File: config.mk
export PLATFORM = sky130hd
export DESIGN_NAME = mrr_receiver
export DESIGN_NICKNAME = d
export VERILOG_FILES = /design/src/mrr_pkg.sv /design/src/mrr_receiver.sv /design/src/mrr_tick.sv
export VERILOG_INCLUDE_DIRS = /design/src
export SDC_FILE = /design/constraint.sdc
export NUM_CORES = 1
export LEC_CHECK = 0
export BUFFER_PORTS_ARGS = -buffer_cell sky130_fd_sc_hd__buf_2
export CORE_MARGIN = 2
export CORE_UTILIZATION = 57
export CTS_CLUSTER_DIAMETER = 50
export CTS_CLUSTER_SIZE = 10
export DETAILED_ROUTE_END_ITERATION = 10
export PLACE_DENSITY_LB_ADDON = 0.15
export SLEW_MARGIN = 20
export SYNTH_ARGS = -nofsm -noshare
export SYNTH_HDL_FRONTEND = slang
export SYNTH_SLANG_ARGS = --single-unit
File: constraint.sdc
create_clock -name clk_in -period 4.3 [get_ports clk_in]
set_clock_uncertainty 0.2 [all_clocks]
set_input_delay 0.215 -clock clk_in [delete_from_list [all_inputs] [get_ports clk_in]]
set_output_delay 0.215 -clock clk_in [all_outputs]
set_load 0.1 [all_outputs]
File: src/mrr_consts.svh
// Summary of operation
// - Four timing points equal (field plus one) ticks
// - Line sampled at timing 1 and 3
// - Format D first rising edge clears shift, count
// - Format D first bit: high is one, else error
// - Bits shift in; every eight copied, flagged, cleared
// - Format D error sets flag, idles until rise
// - Format D edge in timing 3..4 restarts cell
// - End sets end, hold; shift read releases hold
// - Format E guide window accepted, flag, clear, decode
// - Format E error sets flag, waits for guide
// - Leading cells need edge before timing 3
// - Format E edge in timing 3..4 restarts cell
// - After three cells, valid bit halves tick rate
// - Valid long bit restores full tick rate
// - Remaining bits use ordinary cell until end
// - Tick period is base period times two to the prescale
// - Shift order: zero LSB first, one MSB first
// - Bit counter tells valid bits of whole frame
`ifndef MRR_CONSTS_SVH
`define MRR_CONSTS_SVH

// ****************************************
// Register addresses
// ****************************************
`define MRR_ADDR_CTRL 4'h0
`define MRR_ADDR_GPRE 4'h1
`define MRR_ADDR_TIM1 4'h2
`define MRR_ADDR_TIM2 4'h3
`define MRR_ADDR_TIM3 4'h4
`define MRR_ADDR_TIM4 4'h5
`define MRR_ADDR_GPL 4'h6
`define MRR_ADDR_GPH 4'h7
`define MRR_ADDR_STAT 4'h8
`define MRR_ADDR_SHIFT 4'h9
`define MRR_ADDR_BUF 4'hA
`define MRR_ADDR_BCNT 4'hB

// ****************************************
// Field positions
// ****************************************
`define MRR_CTRL_EN 0
`define MRR_CTRL_FMT_E 1
`define MRR_CTRL_ORDER 2
`define MRR_CTRL_TSEL_LO 3
`define MRR_CTRL_TSEL_HI 5
`define MRR_CTRL_DPRE_LO 6
`define MRR_CTRL_DPRE_HI 7
`define MRR_STAT_GOK 0
`define MRR_STAT_SFULL 1
`define MRR_STAT_DERR 2
`define MRR_STAT_REND 3
`define MRR_STAT_HOLD 4

// ****************************************
// Reset values and constants
// ****************************************
`define MRR_RST_BYTE 8'h00
`define MRR_RST_FIELD 5'h00
`define MRR_RST_SEL2 2'h0
`define MRR_TIM_PLUS 6'h01
`define MRR_BYTE_LAST 3'h7

// ****************************************
// Cell stages along a frame
// ****************************************
`define MRR_STG_LEAD0 4'h0
`define MRR_STG_ORD1 4'h1
`define MRR_STG_DEC4 4'h4
`define MRR_STG_LEAD5 4'h5
`define MRR_STG_DEC6 4'h6
`define MRR_STG_LEAD7 4'h7
`define MRR_STG_ORDN 4'h8
`define MRR_STG_ONE 4'h1

`endif

File: src/mrr_pkg.sv
// ****************************************
// Shared types
// ****************************************
package mrr_pkg;
	typedef enum logic [2:0] {
		MRR_IDLE = 3'h0,
		MRR_GUIDE = 3'h1,
		MRR_T1 = 3'h3,
		MRR_T2 = 3'h2,
		MRR_T3 = 3'h6,
		MRR_EDGE = 3'h7,
		MRR_LEAD = 3'h5,
		MRR_HOLD = 3'h4
	} mrr_state_e;
	typedef logic [3:0] mrr_stage_t;
endpackage : mrr_pkg

File: src/mrr_receiver.sv
`timescale 1ns/10ps
`include "mrr_consts.svh"
// ****************************************
// Manchester remote receiver, formats D and E
// ****************************************
module mrr_receiver import mrr_pkg::*; #(
	parameter int FIELD_W = 5,
	parameter int CNT_W = 6
) (
	input wire logic clk_in,
	input wire logic rst_n_in,
	input wire logic ir_line_in,
	input wire logic [3:0] addr_in,
	input wire logic [7:0] wr_data_in,
	input wire logic wr_en_in,
	input wire logic rd_en_in,
	output logic [7:0] rd_data_out,
	output logic guide_ok_out,
	output logic shift_full_out,
	output logic data_error_out,
	output logic rx_end_out,
	output logic rx_hold_out
);
	if (CNT_W <= FIELD_W || FIELD_W > 8) begin : g_chk
		$error("mrr_receiver: CNT_W must exceed FIELD_W, FIELD_W at most 8");
	end

	// ****************************************
	// Configuration registers
	// ****************************************
	logic en_q, en_d, fmt_e_q, fmt_e_d, order_q, order_d;
	logic [2:0] tsel_q, tsel_d;
	logic [1:0] dpre_q, dpre_d, gpre_q, gpre_d;
	logic [FIELD_W-1:0] t1_q, t1_d, t2_q, t2_d, t3_q, t3_d, t4_q, t4_d;
	logic [FIELD_W-1:0] gpl_q, gpl_d, gph_q, gph_d;
	logic [7:0] rdata_d;

	// Receiver state
	mrr_state_e state_q, state_d;
	mrr_stage_t stage_q, stage_d;
	logic [CNT_W-1:0] pw_q, pw_d;
	logic [7:0] shift_q, shift_d, buf_q, buf_d, bcnt_q, bcnt_d;
	logic first_q, first_d, half_q, half_d, s1_q, s1_d, prev_q, prev_d;
	logic gok_q, gok_d, sfull_q, sfull_d, derr_q, derr_d, rend_q, rend_d, hold_q, hold_d;
	logic line_q, line_prev_q, edge_w, rise_w, tick_w, pw_clr;
	logic [3:0] tick_shift;
	logic [CNT_W-1:0] lim1, lim2, lim3, lim4, lim_gl, lim_gh;
	logic wr_ctrl_w, shift_rd_w, stat_wr_w;
	logic ev_valid, ev_err, ev_guide, ev_end, bit_w;
	logic [7:0] shifted_w;

	assign wr_ctrl_w = wr_en_in && (addr_in == `MRR_ADDR_CTRL);
	assign stat_wr_w = wr_en_in && (addr_in == `MRR_ADDR_STAT);
	assign shift_rd_w = rd_en_in && (addr_in == `MRR_ADDR_SHIFT);

	// Register writes and read data mux
	always_comb begin
		en_d = en_q;
		fmt_e_d = fmt_e_q;
		order_d = order_q;
		tsel_d = tsel_q;
		dpre_d = dpre_q;
		gpre_d = gpre_q;
		t1_d = t1_q;
		t2_d = t2_q;
		t3_d = t3_q;
		t4_d = t4_q;
		gpl_d = gpl_q;
		gph_d = gph_q;
		if (wr_ctrl_w) begin
			en_d = wr_data_in[`MRR_CTRL_EN];
			fmt_e_d = wr_data_in[`MRR_CTRL_FMT_E];
			order_d = wr_data_in[`MRR_CTRL_ORDER];
			tsel_d = wr_data_in[`MRR_CTRL_TSEL_HI:`MRR_CTRL_TSEL_LO];
			dpre_d = wr_data_in[`MRR_CTRL_DPRE_HI:`MRR_CTRL_DPRE_LO];
		end
		if (wr_en_in) begin
			case (addr_in)
				`MRR_ADDR_GPRE: gpre_d = wr_data_in[1:0];
				`MRR_ADDR_TIM1: t1_d = wr_data_in[FIELD_W-1:0];
				`MRR_ADDR_TIM2: t2_d = wr_data_in[FIELD_W-1:0];
				`MRR_ADDR_TIM3: t3_d = wr_data_in[FIELD_W-1:0];
				`MRR_ADDR_TIM4: t4_d = wr_data_in[FIELD_W-1:0];
				`MRR_ADDR_GPL: gpl_d = wr_data_in[FIELD_W-1:0];
				`MRR_ADDR_GPH: gph_d = wr_data_in[FIELD_W-1:0];
				default: ;
			endcase
		end
		rdata_d = `MRR_RST_BYTE;
		if (rd_en_in) begin
			case (addr_in)
				`MRR_ADDR_CTRL: rdata_d = {dpre_q, tsel_q, order_q, fmt_e_q, en_q};
				`MRR_ADDR_GPRE: rdata_d = {6'h00, gpre_q};
				`MRR_ADDR_TIM1: rdata_d = 8'(t1_q);
				`MRR_ADDR_TIM2: rdata_d = 8'(t2_q);
				`MRR_ADDR_TIM3: rdata_d = 8'(t3_q);
				`MRR_ADDR_TIM4: rdata_d = 8'(t4_q);
				`MRR_ADDR_GPL: rdata_d = 8'(gpl_q);
				`MRR_ADDR_GPH: rdata_d = 8'(gph_q);
				`MRR_ADDR_STAT: rdata_d = {3'h0, hold_q, rend_q, derr_q, sfull_q, gok_q};
				`MRR_ADDR_SHIFT: rdata_d = shift_q;
				`MRR_ADDR_BUF: rdata_d = buf_q;
				`MRR_ADDR_BCNT: rdata_d = bcnt_q;
				default: rdata_d = `MRR_RST_BYTE;
			endcase
		end
	end

	// Configuration and read data registers
	always_ff @(posedge clk_in or negedge rst_n_in) begin
		if (!rst_n_in) begin
			en_q <= 1'b0;
			fmt_e_q <= 1'b0;
			order_q <= 1'b0;
			tsel_q <= 3'h0;
			dpre_q <= `MRR_RST_SEL2;
			gpre_q <= `MRR_RST_SEL2;
			t1_q <= `MRR_RST_FIELD;
			t2_q <= `MRR_RST_FIELD;
			t3_q <= `MRR_RST_FIELD;
			t4_q <= `MRR_RST_FIELD;
			gpl_q <= `MRR_RST_FIELD;
			gph_q <= `MRR_RST_FIELD;
			rd_data_out <= `MRR_RST_BYTE;
		end else begin
			en_q <= en_d;
			fmt_e_q <= fmt_e_d;
			order_q <= order_d;
			tsel_q <= tsel_d;
			dpre_q <= dpre_d;
			gpre_q <= gpre_d;
			t1_q <= t1_d;
			t2_q <= t2_d;
			t3_q <= t3_d;
			t4_q <= t4_d;
			gpl_q <= gpl_d;
			gph_q <= gph_d;
			rd_data_out <= rdata_d;
		end
	end

	// ****************************************
	// Line sampling and width tick
	// ****************************************
	assign edge_w = line_q ^ line_prev_q;
	assign rise_w = line_q & ~line_prev_q;

	// Line sample and previous value for edge detection
	always_ff @(posedge clk_in or negedge rst_n_in) begin
		if (!rst_n_in) begin
			line_q <= 1'b0;
			line_prev_q <= 1'b0;
		end else begin
			line_q <= ir_line_in;
			line_prev_q <= line_q;
		end
	end

	// Guide uses its own prescale; data may run at half rate
	always_comb begin
		if (state_q == MRR_GUIDE) begin
			tick_shift = {1'b0, tsel_q} + {2'b00, gpre_q};
		end else begin
			tick_shift = {1'b0, tsel_q} + {2'b00, dpre_q} + {3'b000, half_q};
		end
	end

	mrr_tick #(.DIV_W(12)) u_tick (
		.clk_in(clk_in),
		.rst_n_in(rst_n_in),
		.restart_in(pw_clr),
		.shift_in(tick_shift),
		.tick_out(tick_w)
	);

	// Timing points as tick counts, field plus one
	assign lim1 = CNT_W'(t1_q) + `MRR_TIM_PLUS;
	assign lim2 = CNT_W'(t2_q) + `MRR_TIM_PLUS;
	assign lim3 = CNT_W'(t3_q) + `MRR_TIM_PLUS;
	assign lim4 = CNT_W'(t4_q) + `MRR_TIM_PLUS;
	assign lim_gl = CNT_W'(gpl_q) + `MRR_TIM_PLUS;
	assign lim_gh = CNT_W'(gph_q) + `MRR_TIM_PLUS;

	// Bit value is the timing 1 sample; first format D bit is checked on timing 1 only
	assign bit_w = s1_q;
	assign shifted_w = order_q ? {shift_q[6:0], bit_w} : {bit_w, shift_q[7:1]};

	// ****************************************
	// Receive sequencer
	// ****************************************
	always_comb begin
		state_d = state_q;
		stage_d = stage_q;
		pw_clr = 1'b0;
		shift_d = shift_q;
		buf_d = buf_q;
		bcnt_d = bcnt_q;
		first_d = first_q;
		half_d = half_q;
		s1_d = s1_q;
		prev_d = prev_q;
		ev_valid = 1'b0;
		ev_err = 1'b0;
		ev_guide = 1'b0;
		ev_end = 1'b0;
		case (state_q)
			MRR_IDLE: begin
				half_d = 1'b0;
				if (en_q && rise_w) begin
					pw_clr = 1'b1;
					if (fmt_e_q) begin
						state_d = MRR_GUIDE;
					end else begin
						shift_d = `MRR_RST_BYTE;
						bcnt_d = `MRR_RST_BYTE;
						first_d = 1'b1;
						stage_d = `MRR_STG_ORDN;
						state_d = MRR_T1;
					end
				end
			end
			MRR_GUIDE: begin
				if (rise_w) begin
					pw_clr = 1'b1;
					if (pw_q >= lim_gl && pw_q < lim_gh) begin
						ev_guide = 1'b1;
						shift_d = `MRR_RST_BYTE;
						bcnt_d = `MRR_RST_BYTE;
						first_d = 1'b0;
						stage_d = `MRR_STG_LEAD0;
						state_d = MRR_T1;
					end
				end
			end
			MRR_T1: begin
				if (pw_q >= lim1) begin
					s1_d = line_q;
					if (stage_q == `MRR_STG_LEAD0 || stage_q == `MRR_STG_LEAD5 ||
						stage_q == `MRR_STG_LEAD7) begin
						prev_d = line_q;
						state_d = MRR_LEAD;
					end else begin
						state_d = MRR_T2;
					end
				end
			end
			MRR_T2: begin
				if (pw_q >= lim2) begin
					if (first_q ? s1_q : (s1_q ^ prev_q)) begin
						ev_valid = 1'b1;
						first_d = 1'b0;
						bcnt_d = bcnt_q + 8'h01;
						if (bcnt_q[2:0] == `MRR_BYTE_LAST) begin
							buf_d = shifted_w;
							shift_d = `MRR_RST_BYTE;
						end else begin
							shift_d = shifted_w;
						end
						if (stage_q != `MRR_STG_ORDN) begin
							stage_d = stage_q + `MRR_STG_ONE;
						end
						if (stage_q == `MRR_STG_DEC4) begin
							pw_clr = 1'b1;
							half_d = 1'b1;
							state_d = MRR_T1;
						end else if (stage_q == `MRR_STG_DEC6) begin
							pw_clr = 1'b1;
							half_d = 1'b0;
							state_d = MRR_T1;
						end else begin
							state_d = MRR_T3;
						end
					end else begin
						ev_err = 1'b1;
						state_d = MRR_IDLE;
					end
				end
			end
			MRR_T3: begin
				if (pw_q >= lim3) begin
					prev_d = line_q;
					state_d = MRR_EDGE;
				end
			end
			MRR_EDGE: begin
				if (edge_w) begin
					pw_clr = 1'b1;
					state_d = MRR_T1;
				end else if (pw_q >= lim4) begin
					ev_end = 1'b1;
					state_d = MRR_HOLD;
				end
			end
			MRR_LEAD: begin
				if (edge_w) begin
					pw_clr = 1'b1;
					stage_d = stage_q + `MRR_STG_ONE;
					state_d = MRR_T1;
				end else if (pw_q >= lim3) begin
					ev_err = 1'b1;
					state_d = MRR_IDLE;
				end
			end
			MRR_HOLD: begin
				if (shift_rd_w) begin
					state_d = MRR_IDLE;
				end
			end
			default: state_d = MRR_IDLE;
		endcase
		if (!en_q && state_q != MRR_HOLD) begin
			state_d = MRR_IDLE;
		end
		// Width counter counts ticks, saturating, cleared on restart
		if (pw_clr) begin
			pw_d = '0;
		end else if (tick_w && pw_q != {CNT_W{1'b1}}) begin
			pw_d = pw_q + CNT_W'(1);
		end else begin
			pw_d = pw_q;
		end
		// Hardware set wins over a software clear
		gok_d = ev_guide | (gok_q & ~(stat_wr_w & wr_data_in[`MRR_STAT_GOK]));
		sfull_d = (ev_valid && bcnt_q[2:0] == `MRR_BYTE_LAST) |
			(sfull_q & ~(stat_wr_w & wr_data_in[`MRR_STAT_SFULL]));
		derr_d = ev_err | (derr_q & ~(stat_wr_w & wr_data_in[`MRR_STAT_DERR]));
		rend_d = ev_end | (rend_q & ~(stat_wr_w & wr_data_in[`MRR_STAT_REND]));
		hold_d = ev_end | (hold_q & ~(state_q == MRR_HOLD && shift_rd_w));
	end

	// Sequencer registers
	always_ff @(posedge clk_in or negedge rst_n_in) begin
		if (!rst_n_in) begin
			state_q <= MRR_IDLE;
			stage_q <= `MRR_STG_ORDN;
			pw_q <= '0;
			shift_q <= `MRR_RST_BYTE;
			buf_q <= `MRR_RST_BYTE;
			bcnt_q <= `MRR_RST_BYTE;
			first_q <= 1'b0;
			half_q <= 1'b0;
			s1_q <= 1'b0;
			prev_q <= 1'b0;
			gok_q <= 1'b0;
			sfull_q <= 1'b0;
			derr_q <= 1'b0;
			rend_q <= 1'b0;
			hold_q <= 1'b0;
		end else begin
			state_q <= state_d;
			stage_q <= stage_d;
			pw_q <= pw_d;
			shift_q <= shift_d;
			buf_q <= buf_d;
			bcnt_q <= bcnt_d;
			first_q <= first_d;
			half_q <= half_d;
			s1_q <= s1_d;
			prev_q <= prev_d;
			gok_q <= gok_d;
			sfull_q <= sfull_d;
			derr_q <= derr_d;
			rend_q <= rend_d;
			hold_q <= hold_d;
		end
	end

	// Flag outputs straight from their flops
	assign guide_ok_out = gok_q;
	assign shift_full_out = sfull_q;
	assign data_error_out = derr_q;
	assign rx_end_out = rend_q;
	assign rx_hold_out = hold_q;
endmodule : mrr_receiver

File: src/mrr_tick.sv
`timescale 1ns/10ps
// ****************************************
// Width tick divider
// ****************************************
module mrr_tick #(
	parameter int DIV_W = 12
) (
	input wire logic clk_in,
	input wire logic rst_n_in,
	input wire logic restart_in,
	input wire logic [3:0] shift_in,
	output logic tick_out
);
	logic [DIV_W-1:0] div_q, div_d, lim;
	logic tick_d;

	if (DIV_W < 12) begin : g_chk
		$error("mrr_tick: DIV_W too small for largest division");
	end

	// Terminal count is two to the power of the shift, minus one
	always_comb begin
		lim = (DIV_W'(1) << shift_in) - DIV_W'(1);
		div_d = div_q + DIV_W'(1);
		tick_d = 1'b0;
		if (restart_in) begin
			div_d = '0;
		end else if (div_q >= lim) begin
			div_d = '0;
			tick_d = 1'b1;
		end
	end

	// Divider registers
	always_ff @(posedge clk_in or negedge rst_n_in) begin
		if (!rst_n_in) begin
			div_q <= '0;
			tick_out <= 1'b0;
		end else begin
			div_q <= div_d;
			tick_out <= tick_d;
		end
	end
endmodule : mrr_tick
==> results.md, run 1 <==
- Rel. slew slack: 47.8%
- Kind of end point of the critical path: flop
- Synth warn: 0
- Ports: 30
- Main combinational cell family by area after synthesis: simple AND/OR/NAND/NOR gates
- FILL cells: 1,055
- CP Launch Type: flop
- Peak VDD IR: 0.307 mV
- Synth Area in XOR/XNOR: 4.48%
- CP Cell Sequence: fa_1 -> inv_1 -> fa_2 -> mux2i_4 -> xor2_2 -> nor3_2 -> nand2_1 -> ha_2 -> nor2_4 -> nand2_1 -> o21ai_1 -> a22oi_1 -> ha_1 -> a21o_1 -> a21o_1 -> a21oi_1 -> o21ai_1 -> a211o_2 -> nor2_1
- Reg2reg start: tsel_q[0]$_DFFE_PN0P_
- Total clock buffers created by CTS: 9
- Fraction of layout cells with a size suffix above 1: 15.7%
- Fin crit period: 4.02 ns
- Worst reg2reg path depth: 19
- Crit-path slowest cell: fa_1
- Clock tree buffer depth: 2
- Final Setup Violations: 0
- Hold Vio Cnt, Final: 0
- Post-synthesis compound-gate area fraction: 14.7%
- Post-synth EDFFs: 0
- Die Height: 118 µm
- Total number of vias: 5,988
- Post-Syn Instances: 760
- Simple logic cell fraction of the synthesized area: 16.0%
- Register area share after synthesis: 36.9%
- Power density of the placed cells: 529 nW/µm²
- Via density: 6.20
- Slowest stage delay, CP: 0.45 ns
- FF/Latch Area: 2730 µm²
- WL per Instance: 19.5 µm
- Clk sinks: 109
- Hold path startpoint: wr_data_in[0]
- Vias in the first global route: 5,908
- Critical path arrival: 4.10 ns
- Area of the multi-input gates: 4430 µm²
- Pins Over Slew Limit: 0
- Die area: 13,900 µm²
- Final worst path period share: 93.4%
- Reg-to-Reg End: u_tick.div_q[3]$_DFF_PN0_
- Most used DFF post-synth: dfrtp_1
- Critical path required time: 4.39 ns
- I/O Buffers: 29
- Reg2Reg Setup Slack: 0.28 ns
- HPWL Detailed: 13,900 µm
- Final Net Count: 875
- Syn Nets: 846
- Post-synthesis area per instance: 9.74 µm²
- Synth Area in Adders: 12.0%
- Worst Tran Pin Value: 0.783 ns
- Post-DRT Antenna Nets: 0
- Residual DRC: 0
- Clk_lat worst skew: 0.36 ns
- Pre-CTS setup slack: 0.216 ns
- Mux share of post-synthesis cell area: 12.5%
- Leak: 3.78 nW
- Max FO, Critical Path: 6
- Crit Path Category: reg2reg
- First DRT Iteration DRCs: 475
- Largest net degree at the start of global routing: 87
- Cell area after synthesis: 7400 µm²
- Chip width: 118 µm
- Yosys reg bits: 109
- CTS tree: built
- Overall Global Routing Usage: 27.4%
- Hold depth: 3
- Initial antenna violation count: 0
- Hold WC Path Type: in2reg
- Worst-path clk slew: 0.08 ns
- Status: finished, final reports clean
- DR pass1 iterations: 5
- Core area: 12,700 µm²
- Ys async rst share: 100%
- WHS Endpoint: gpl_q[0]$_DFFE_PN0P_
- Global placement routability congestion: 0.943
- Fmax: 0.249 GHz
- Ant. Diodes: 0
- Post-synth cell types: 72
- PnR worst setup slack: 0.285 ns
- Post-Layout Inst Area: 8070 µm²
- Max-cap violations: 0
- Initial Util: 58.4%
- GRT overflow: 0
- Row count: 41
- Htree depth: 3
- P&R area growth vs syn: 9.06%
- Root Driver: clkbuf_16
- Drt total wl: 18,800 µm
- First-pass GRT wire length: 30,300 µm
- Post-DP Area: 7700 µm²
cells by family (layout without fill, tap and decap cells):
logic type,after synthesis,after routing
AND/OR/NAND/NOR,242,242
multiplexers,80,80
buffers and inverters,61,94
flip-flops,109,109
adder cells (fa/ha/maj),69,69
XOR/XNOR,37,37
AO/OA/AOI/OAI,162,163
what timing repair did:
action / CTS / global route
hold buffers: 6 / 0
setup endpoints to repair: 0 / 12
hold endpoints to repair: 92 / 0
setup buffers: 0 / 1
gates resized for setup: 0 / 6
cells in the final DEF, fill, tap and decap left out, drive strengths merged, types with 3 or more instances in the layout:
| master | n |
|---|---|
| dfrtp | 108 |
| o22a | 3 |
| a22o | 5 |
| o21a | 5 |
| clkinv | 3 |
| nand3 | 35 |
| a21oi | 39 |
| a32oi | 10 |
| ha | 66 |
| a31oi | 10 |
| nor3b | 3 |
| dlygate4sd3 | 6 |
| xor2 | 21 |
| mux2 | 55 |
| nor2b | 5 |
| o22ai | 5 |
| or3 | 4 |
| buf | 40 |
| a21o | 14 |
| o31ai | 3 |
| mux2i | 22 |
| or2 | 3 |
| a211o | 4 |
| and3 | 18 |
| clkbuf | 9 |
| nand4 | 12 |
| xnor2 | 16 |
| inv | 35 |
| nand2 | 56 |
| nor3 | 11 |
| nor2 | 73 |
| nand2b | 15 |
| a211oi | 7 |
| o2bb2ai | 3 |
| a22oi | 5 |
| mux4 | 3 |
| o21ai | 32 |
| fa | 3 |
critical path, delay by kind of cell, from the launching register on:
kind                     cells  cell delay [ns]
AO/OA/AOI/OAI                7             1.18
adder cells (fa/ha/maj)      4             1.09
AND/OR/NAND/NOR              5             0.71
flip-flops                   1             0.43
XOR/XNOR                     1             0.16
buffers and inverters        1             0.09
multiplexers                 1             0.09
area by class of cell:
type / count / area share, %
inverter: 32 / 1.50
clock buffer: 9 / 2.79
tap: 172 / 2.67
timing repair buffer: 46 / 3.64
sequential: 109 / 33.8
multi-input combinational: 591 / 54.9
clock inverter: 7 / 0.682
synth_stat cells (all sizes together) (4+ instances only):
| cell | n | area [µm²] |
|---|---|---|
| a211oi | 7 | 57.6 |
| a21o | 14 | 105 |
| a21oi | 39 | 199 |
| a22o | 5 | 43.8 |
| a22oi | 5 | 37.5 |
| a31oi | 10 | 68.8 |
| a32oi | 10 | 87.6 |
| and3 | 18 | 113 |
| buf | 14 | 85.1 |
| clkbuf | 15 | 56.3 |
| dfrtp | 108 | 2700 |
| ha | 66 | 826 |
| inv | 31 | 116 |
| mux2 | 55 | 623 |
| mux2i | 22 | 233 |
| nand2 | 56 | 210 |
| nand2b | 15 | 96.3 |
| nand3 | 35 | 180 |
| nand4 | 12 | 75.1 |
| nor2 | 73 | 282 |
| nor2b | 5 | 31.3 |
| nor3 | 11 | 76.3 |
| o21a | 5 | 37.5 |
| o21ai | 32 | 160 |
| o22ai | 5 | 31.3 |
| or3 | 4 | 25.0 |
| xnor2 | 16 | 140 |
| xor2 | 21 | 191 |
registers in the layout, summed over array words and instances, names as in the netlist, 6 cells and up:
register      cells
u_tick.div_q     12
pw_q              6
rd_data_out       8
bcnt_q            8
buf_q             8
shift_q           8
stage by stage:
step,power [mW],util (%),setup TNS (ns),std cells,hold slack (ns)
after CTS,4.22,63.5,0,964,0.0116
final,4.27,63.7,0,966,0.0339
after global routing,4.56,63.7,-0.157,966,0.0493
after detailed placement,3.40,60.8,0,942,0.127
after global placement,3.32,60.8,0,942,0.123
after floorplan,2.87,-,0,760,-0.281
layer usage:
metal / vias to the layer above / part of all wire, % / GRT usage, %
li1: 2828 / - / -
met1: 2959 / 45 / 37.1
met2: 164 / 47 / 43.5
met3: 37 / 6.0 / 6.06
met4: 0 / 2.6 / 9.71
met5: - / 0 / 0
power breakdown:
part           switching (mW)  total (mW)  internal (mW)
clock                   0.400       0.802          0.402
sequential              0.247        1.44           1.19
combinational            1.19        2.03          0.842
worst max-delay path by stage:
stage                                      from                    endpoint  slack, ns  cells after the start
final                     tsel_q[0]$_DFFE_PN0P_   u_tick.div_q[3]$_DFF_PN0_       0.28                     19
after global routing      tsel_q[0]$_DFFE_PN0P_   u_tick.div_q[4]$_DFF_PN0_      -0.04                     19
after CTS                 tsel_q[0]$_DFFE_PN0P_   u_tick.div_q[3]$_DFF_PN0_       0.20                     18
after detailed placement  tsel_q[0]$_DFFE_PN0P_   u_tick.div_q[3]$_DFF_PN0_       0.22                     18
after global placement    tsel_q[0]$_DFFE_PN0P_   u_tick.div_q[9]$_DFF_PN0_       0.35                     19
after floorplan           tsel_q[0]$_DFFE_PN0P_  u_tick.div_q[10]$_DFF_PN0_       0.11                     18
(Power assumes the default switching activity.)
==> run 2, diff against run 1 <==
- CORE_MARGIN: 2 -> default
==> results.md, run 2 (synthesized netlist as in run 1, its figures left out) <==
- Status: finished, final reports clean (unchanged)
- WP buf/inv: 1 (unchanged)
- Fmax: 0.241 GHz (was 0.249 GHz)
- Leak: 3.80 nW (was 3.78 nW)
- Crit Path Category: reg2reg (unchanged)
- WL per Instance: 19.3 µm (was 19.5 µm)
- Clk_lat worst skew: 0.36 ns (about the same)
- Pins Over Slew Limit: 0 (unchanged)
- Global-route met3 utilization: 6.33% (was 6.06%)
- P&R area growth vs syn: 9.68% (was 9.06%)
- Die area: 13,400 µm² (was 13,900 µm²)
- Worst path top cell family by delay: compound AO/OA/AOI/OAI gates (unchanged)
- Largest register FFs: 12 (unchanged)
- Post-Layout Inst Area: 8120 µm² (was 8070 µm²)
- Worst-path clk slew: 0.08 ns (about the same)
- Peak VDD IR: 0.271 mV (was 0.307 mV)
- Ports: 30 (unchanged)
- Power share of the clock group: 20.7% (was 18.8%)
- Row count: 41 (unchanged)
- Initial Util: 58.7% (was 58.4%)
- Clock tree buffer depth: 2 (unchanged)
- Critical path arrival: 4.24 ns (was 4.10 ns)
- Largest net degree at the start of global routing: 78 (was 87)
- Crit-path slowest cell: dfrtp_2 (was fa_1)
- Core area: 12,600 µm² (was 12,700 µm²)
- Via density: 6.21 (was 6.20)
- Sequential power share: 33.0% (was 33.6%)
- Final worst path period share: 96.4% (was 93.4%)
- Most frequent cells in the layout: 107 x dfrtp_1, 71 x nor2_1, 65 x ha_1 (was 108 x dfrtp_1, 71 x nor2_1, 65 x ha_1)
- Drt total wl: 18,700 µm (was 18,800 µm)
- Global placement routability congestion: 0.937 (was 0.943)
- Pre-CTS setup slack: 0.175 ns (was 0.216 ns)
- PnR worst setup slack: 0.157 ns (was 0.285 ns)
- CP Cell Sequence: fa_1 -> inv_1 -> fa_1 -> mux2i_4 -> xor2_2 -> nor3_2 -> nand2_1 -> ha_2 -> nor2_2 -> nand2_1 -> o21ai_1 -> a22oi_1 -> ha_1 -> a21o_1 -> a21o_1 -> a21oi_1 -> o21ai_2 -> a211o_4 -> nor2_1 (was fa_1 -> inv_1 -> fa_2 -> mux2i_4 -> xor2_2 -> nor3_2 -> nand2_1 -> ha_2 -> nor2_4 -> nand2_1 -> o21ai_1 -> a22oi_1 -> ha_1 -> a21o_1 -> a21o_1 -> a21oi_1 -> o21ai_1 -> a211o_2 -> nor2_1)
- Kind of end point of the critical path: flop (unchanged)
- Post-DP Area: 7710 µm² (was 7700 µm²)
- Total number of vias: 6,002 (was 5,988)
- Gate power share: 46.3% (was 47.6%)
- Top reg by flops: u_tick.div_q (unchanged)
- Clk sinks: 109 (unchanged)
- GR peak layer: met2 (unchanged)
- Hold WC Path Type: in2reg (unchanged)
- Hold Vio Cnt, Final: 0 (unchanged)
- Slowest stage delay, CP: 0.45 ns (about the same)
- First-pass GRT wire length: 30,000 µm (was 30,300 µm)
- Net Sw Frac: 42.6% (was 43.1%)
- Post-DRT Antenna Nets: 0 (unchanged)
- Rel. slew slack: 52.4% (was 47.8%)
- CTS tree: built (unchanged)
- GRT overflow: 0 (unchanged)
- Leading cell type in the layout, fill and taps excluded: dfrtp_1 (unchanged)
- Residual DRC: 0 (unchanged)
- Max-cap violations: 0 (unchanged)
- Total clock buffers created by CTS: 9 (unchanged)
- DR pass1 iterations: 7 (was 5)
- Max FO, Critical Path: 6 (unchanged)
- Die Height: 116 µm (was 118 µm)
- Fin crit period: 4.14 ns (was 4.02 ns)
- Htree depth: 3 (unchanged)
- Worst Tran Pin Value: 0.713 ns (was 0.783 ns)
- First DRT Iteration DRCs: 407 (was 475)
- Chip width: 116 µm (was 118 µm)
- I/O Buffers: 29 (unchanged)
- CP Launch Type: flop (unchanged)
- Power density of the placed cells: 535 nW/µm² (was 529 nW/µm²)
- Fraction of layout cells with a size suffix above 1: 15.9% (was 15.7%)
- Final Net Count: 875 (unchanged)
- Sw Pwr: 1.85 mW (was 1.84 mW)
- Internal power: 2.49 mW (was 2.43 mW)
- Final Setup Violations: 0 (unchanged)
- Vias in the first global route: 5,789 (was 5,908)
- GR Util met1: 39.3% (was 37.1%)
- HPWL Detailed: 13,800 µm (was 13,900 µm)
- Critical path required time: 4.39 ns (about the same)
- Initial antenna violation count: 1 (was 0)
- Overall Global Routing Usage: 29.8% (was 27.4%)
- Met2 Use GR: 46.2% (was 43.5%)
- Root Driver: clkbuf_16 (unchanged)
[run 2: worst paths after layout]
| kind | startpoint | end | slack, ns | cells past startpoint |
|---|---|---|---|---|
| min in group asynchronous | rst_n_in | u_tick.div_q[1]$_DFF_PN0_ | 0.25 | 2 |
| worst max-delay path | tsel_q[0]$_DFFE_PN0P_ | u_tick.div_q[10]$_DFF_PN0_ | 0.16 | 19 |
| max in group asynchronous | rst_n_in | t4_q[0]$_DFFE_PN0P_ | 2.75 | 3 |
| worst min-delay path | wr_data_in[0] | gpl_q[0]$_DFFE_PN0P_ | 0.03 | 3 |
| worst min register to register | line_q$_DFF_PN0_ | line_prev_q$_DFF_PN0_ | 0.25 | 0 |
| worst max register to register | tsel_q[0]$_DFFE_PN0P_ | u_tick.div_q[10]$_DFF_PN0_ | 0.16 | 19 |
[run 2: area by class of cell]
type / instances / area [µm²]
Inverter: 32 / 121
Fill cell: 1049 / 4500
Clock buffer: 9 / 225
Tap cell: 172 / 215
Timing Repair Buffer: 46 / 294
Multi-Input combinational cell: 591 / 4440
Antenna cell: 1 / 2.50
Clock inverter: 7 / 93.8
Sequential cell: 109 / 2730
[run 2: per-stage QoR]
stage / hold WS [ns] / instances / TNS, ns / util (%) / power (mW)
floorplan: -0.281 / 760 / 0 / - / 2.87
global placement: 0.124 / 943 / 0 / 61.1 / 3.30
detailed placement: 0.126 / 943 / 0 / 61.1 / 3.38
CTS: 0.0102 / 965 / 0 / 64.1 / 4.30
global route: 0.0293 / 966 / -0.673 / 64.3 / 4.66
finish: 0.0267 / 967 / 0 / 64.3 / 4.34
[run 2: per-layer routing]
layer,up-vias,share of wire [%]
li1,2830,-
met1,2895,44
met5,-,0
met2,225,45
met4,0,4.0
met3,52,6.7
[run 2: worst reg2reg max path: cells and delay by family, from the launching register on]
family,cells,cell delay [ns]
AO/OA/AOI/OAI,7,1.25
adder cells (fa/ha/maj),4,1.08
AND/OR/NAND/NOR,5,0.75
flip-flops,1,0.45
XOR/XNOR,1,0.16
multiplexers,1,0.11
buffers and inverters,1,0.09
[run 2: power groups by stage]
| stage | logic, mW | registers (mW) | clock network (mW) |
|---|---|---|---|
| final | 2.01 | 1.43 | 0.900 |
| after detailed placement | 1.93 | 1.45 | 0 |
| after CTS | 1.95 | 1.43 | 0.914 |
| after global routing | 2.25 | 1.46 | 0.956 |
| after global placement | 1.86 | 1.44 | 0 |
| after floorplan | 1.43 | 1.45 | 0 |
[run 2: what timing repair did]
| item | in CTS | in global routing |
|---|---|---|
| endpoints found under the hold margin | 86 | 0 |
| resized for setup | 0 | 7 |
| buffers inserted | 0 | 0 |
| hold buffers | 6 | 0 |
| setup endpoints to repair | 0 | 12 |
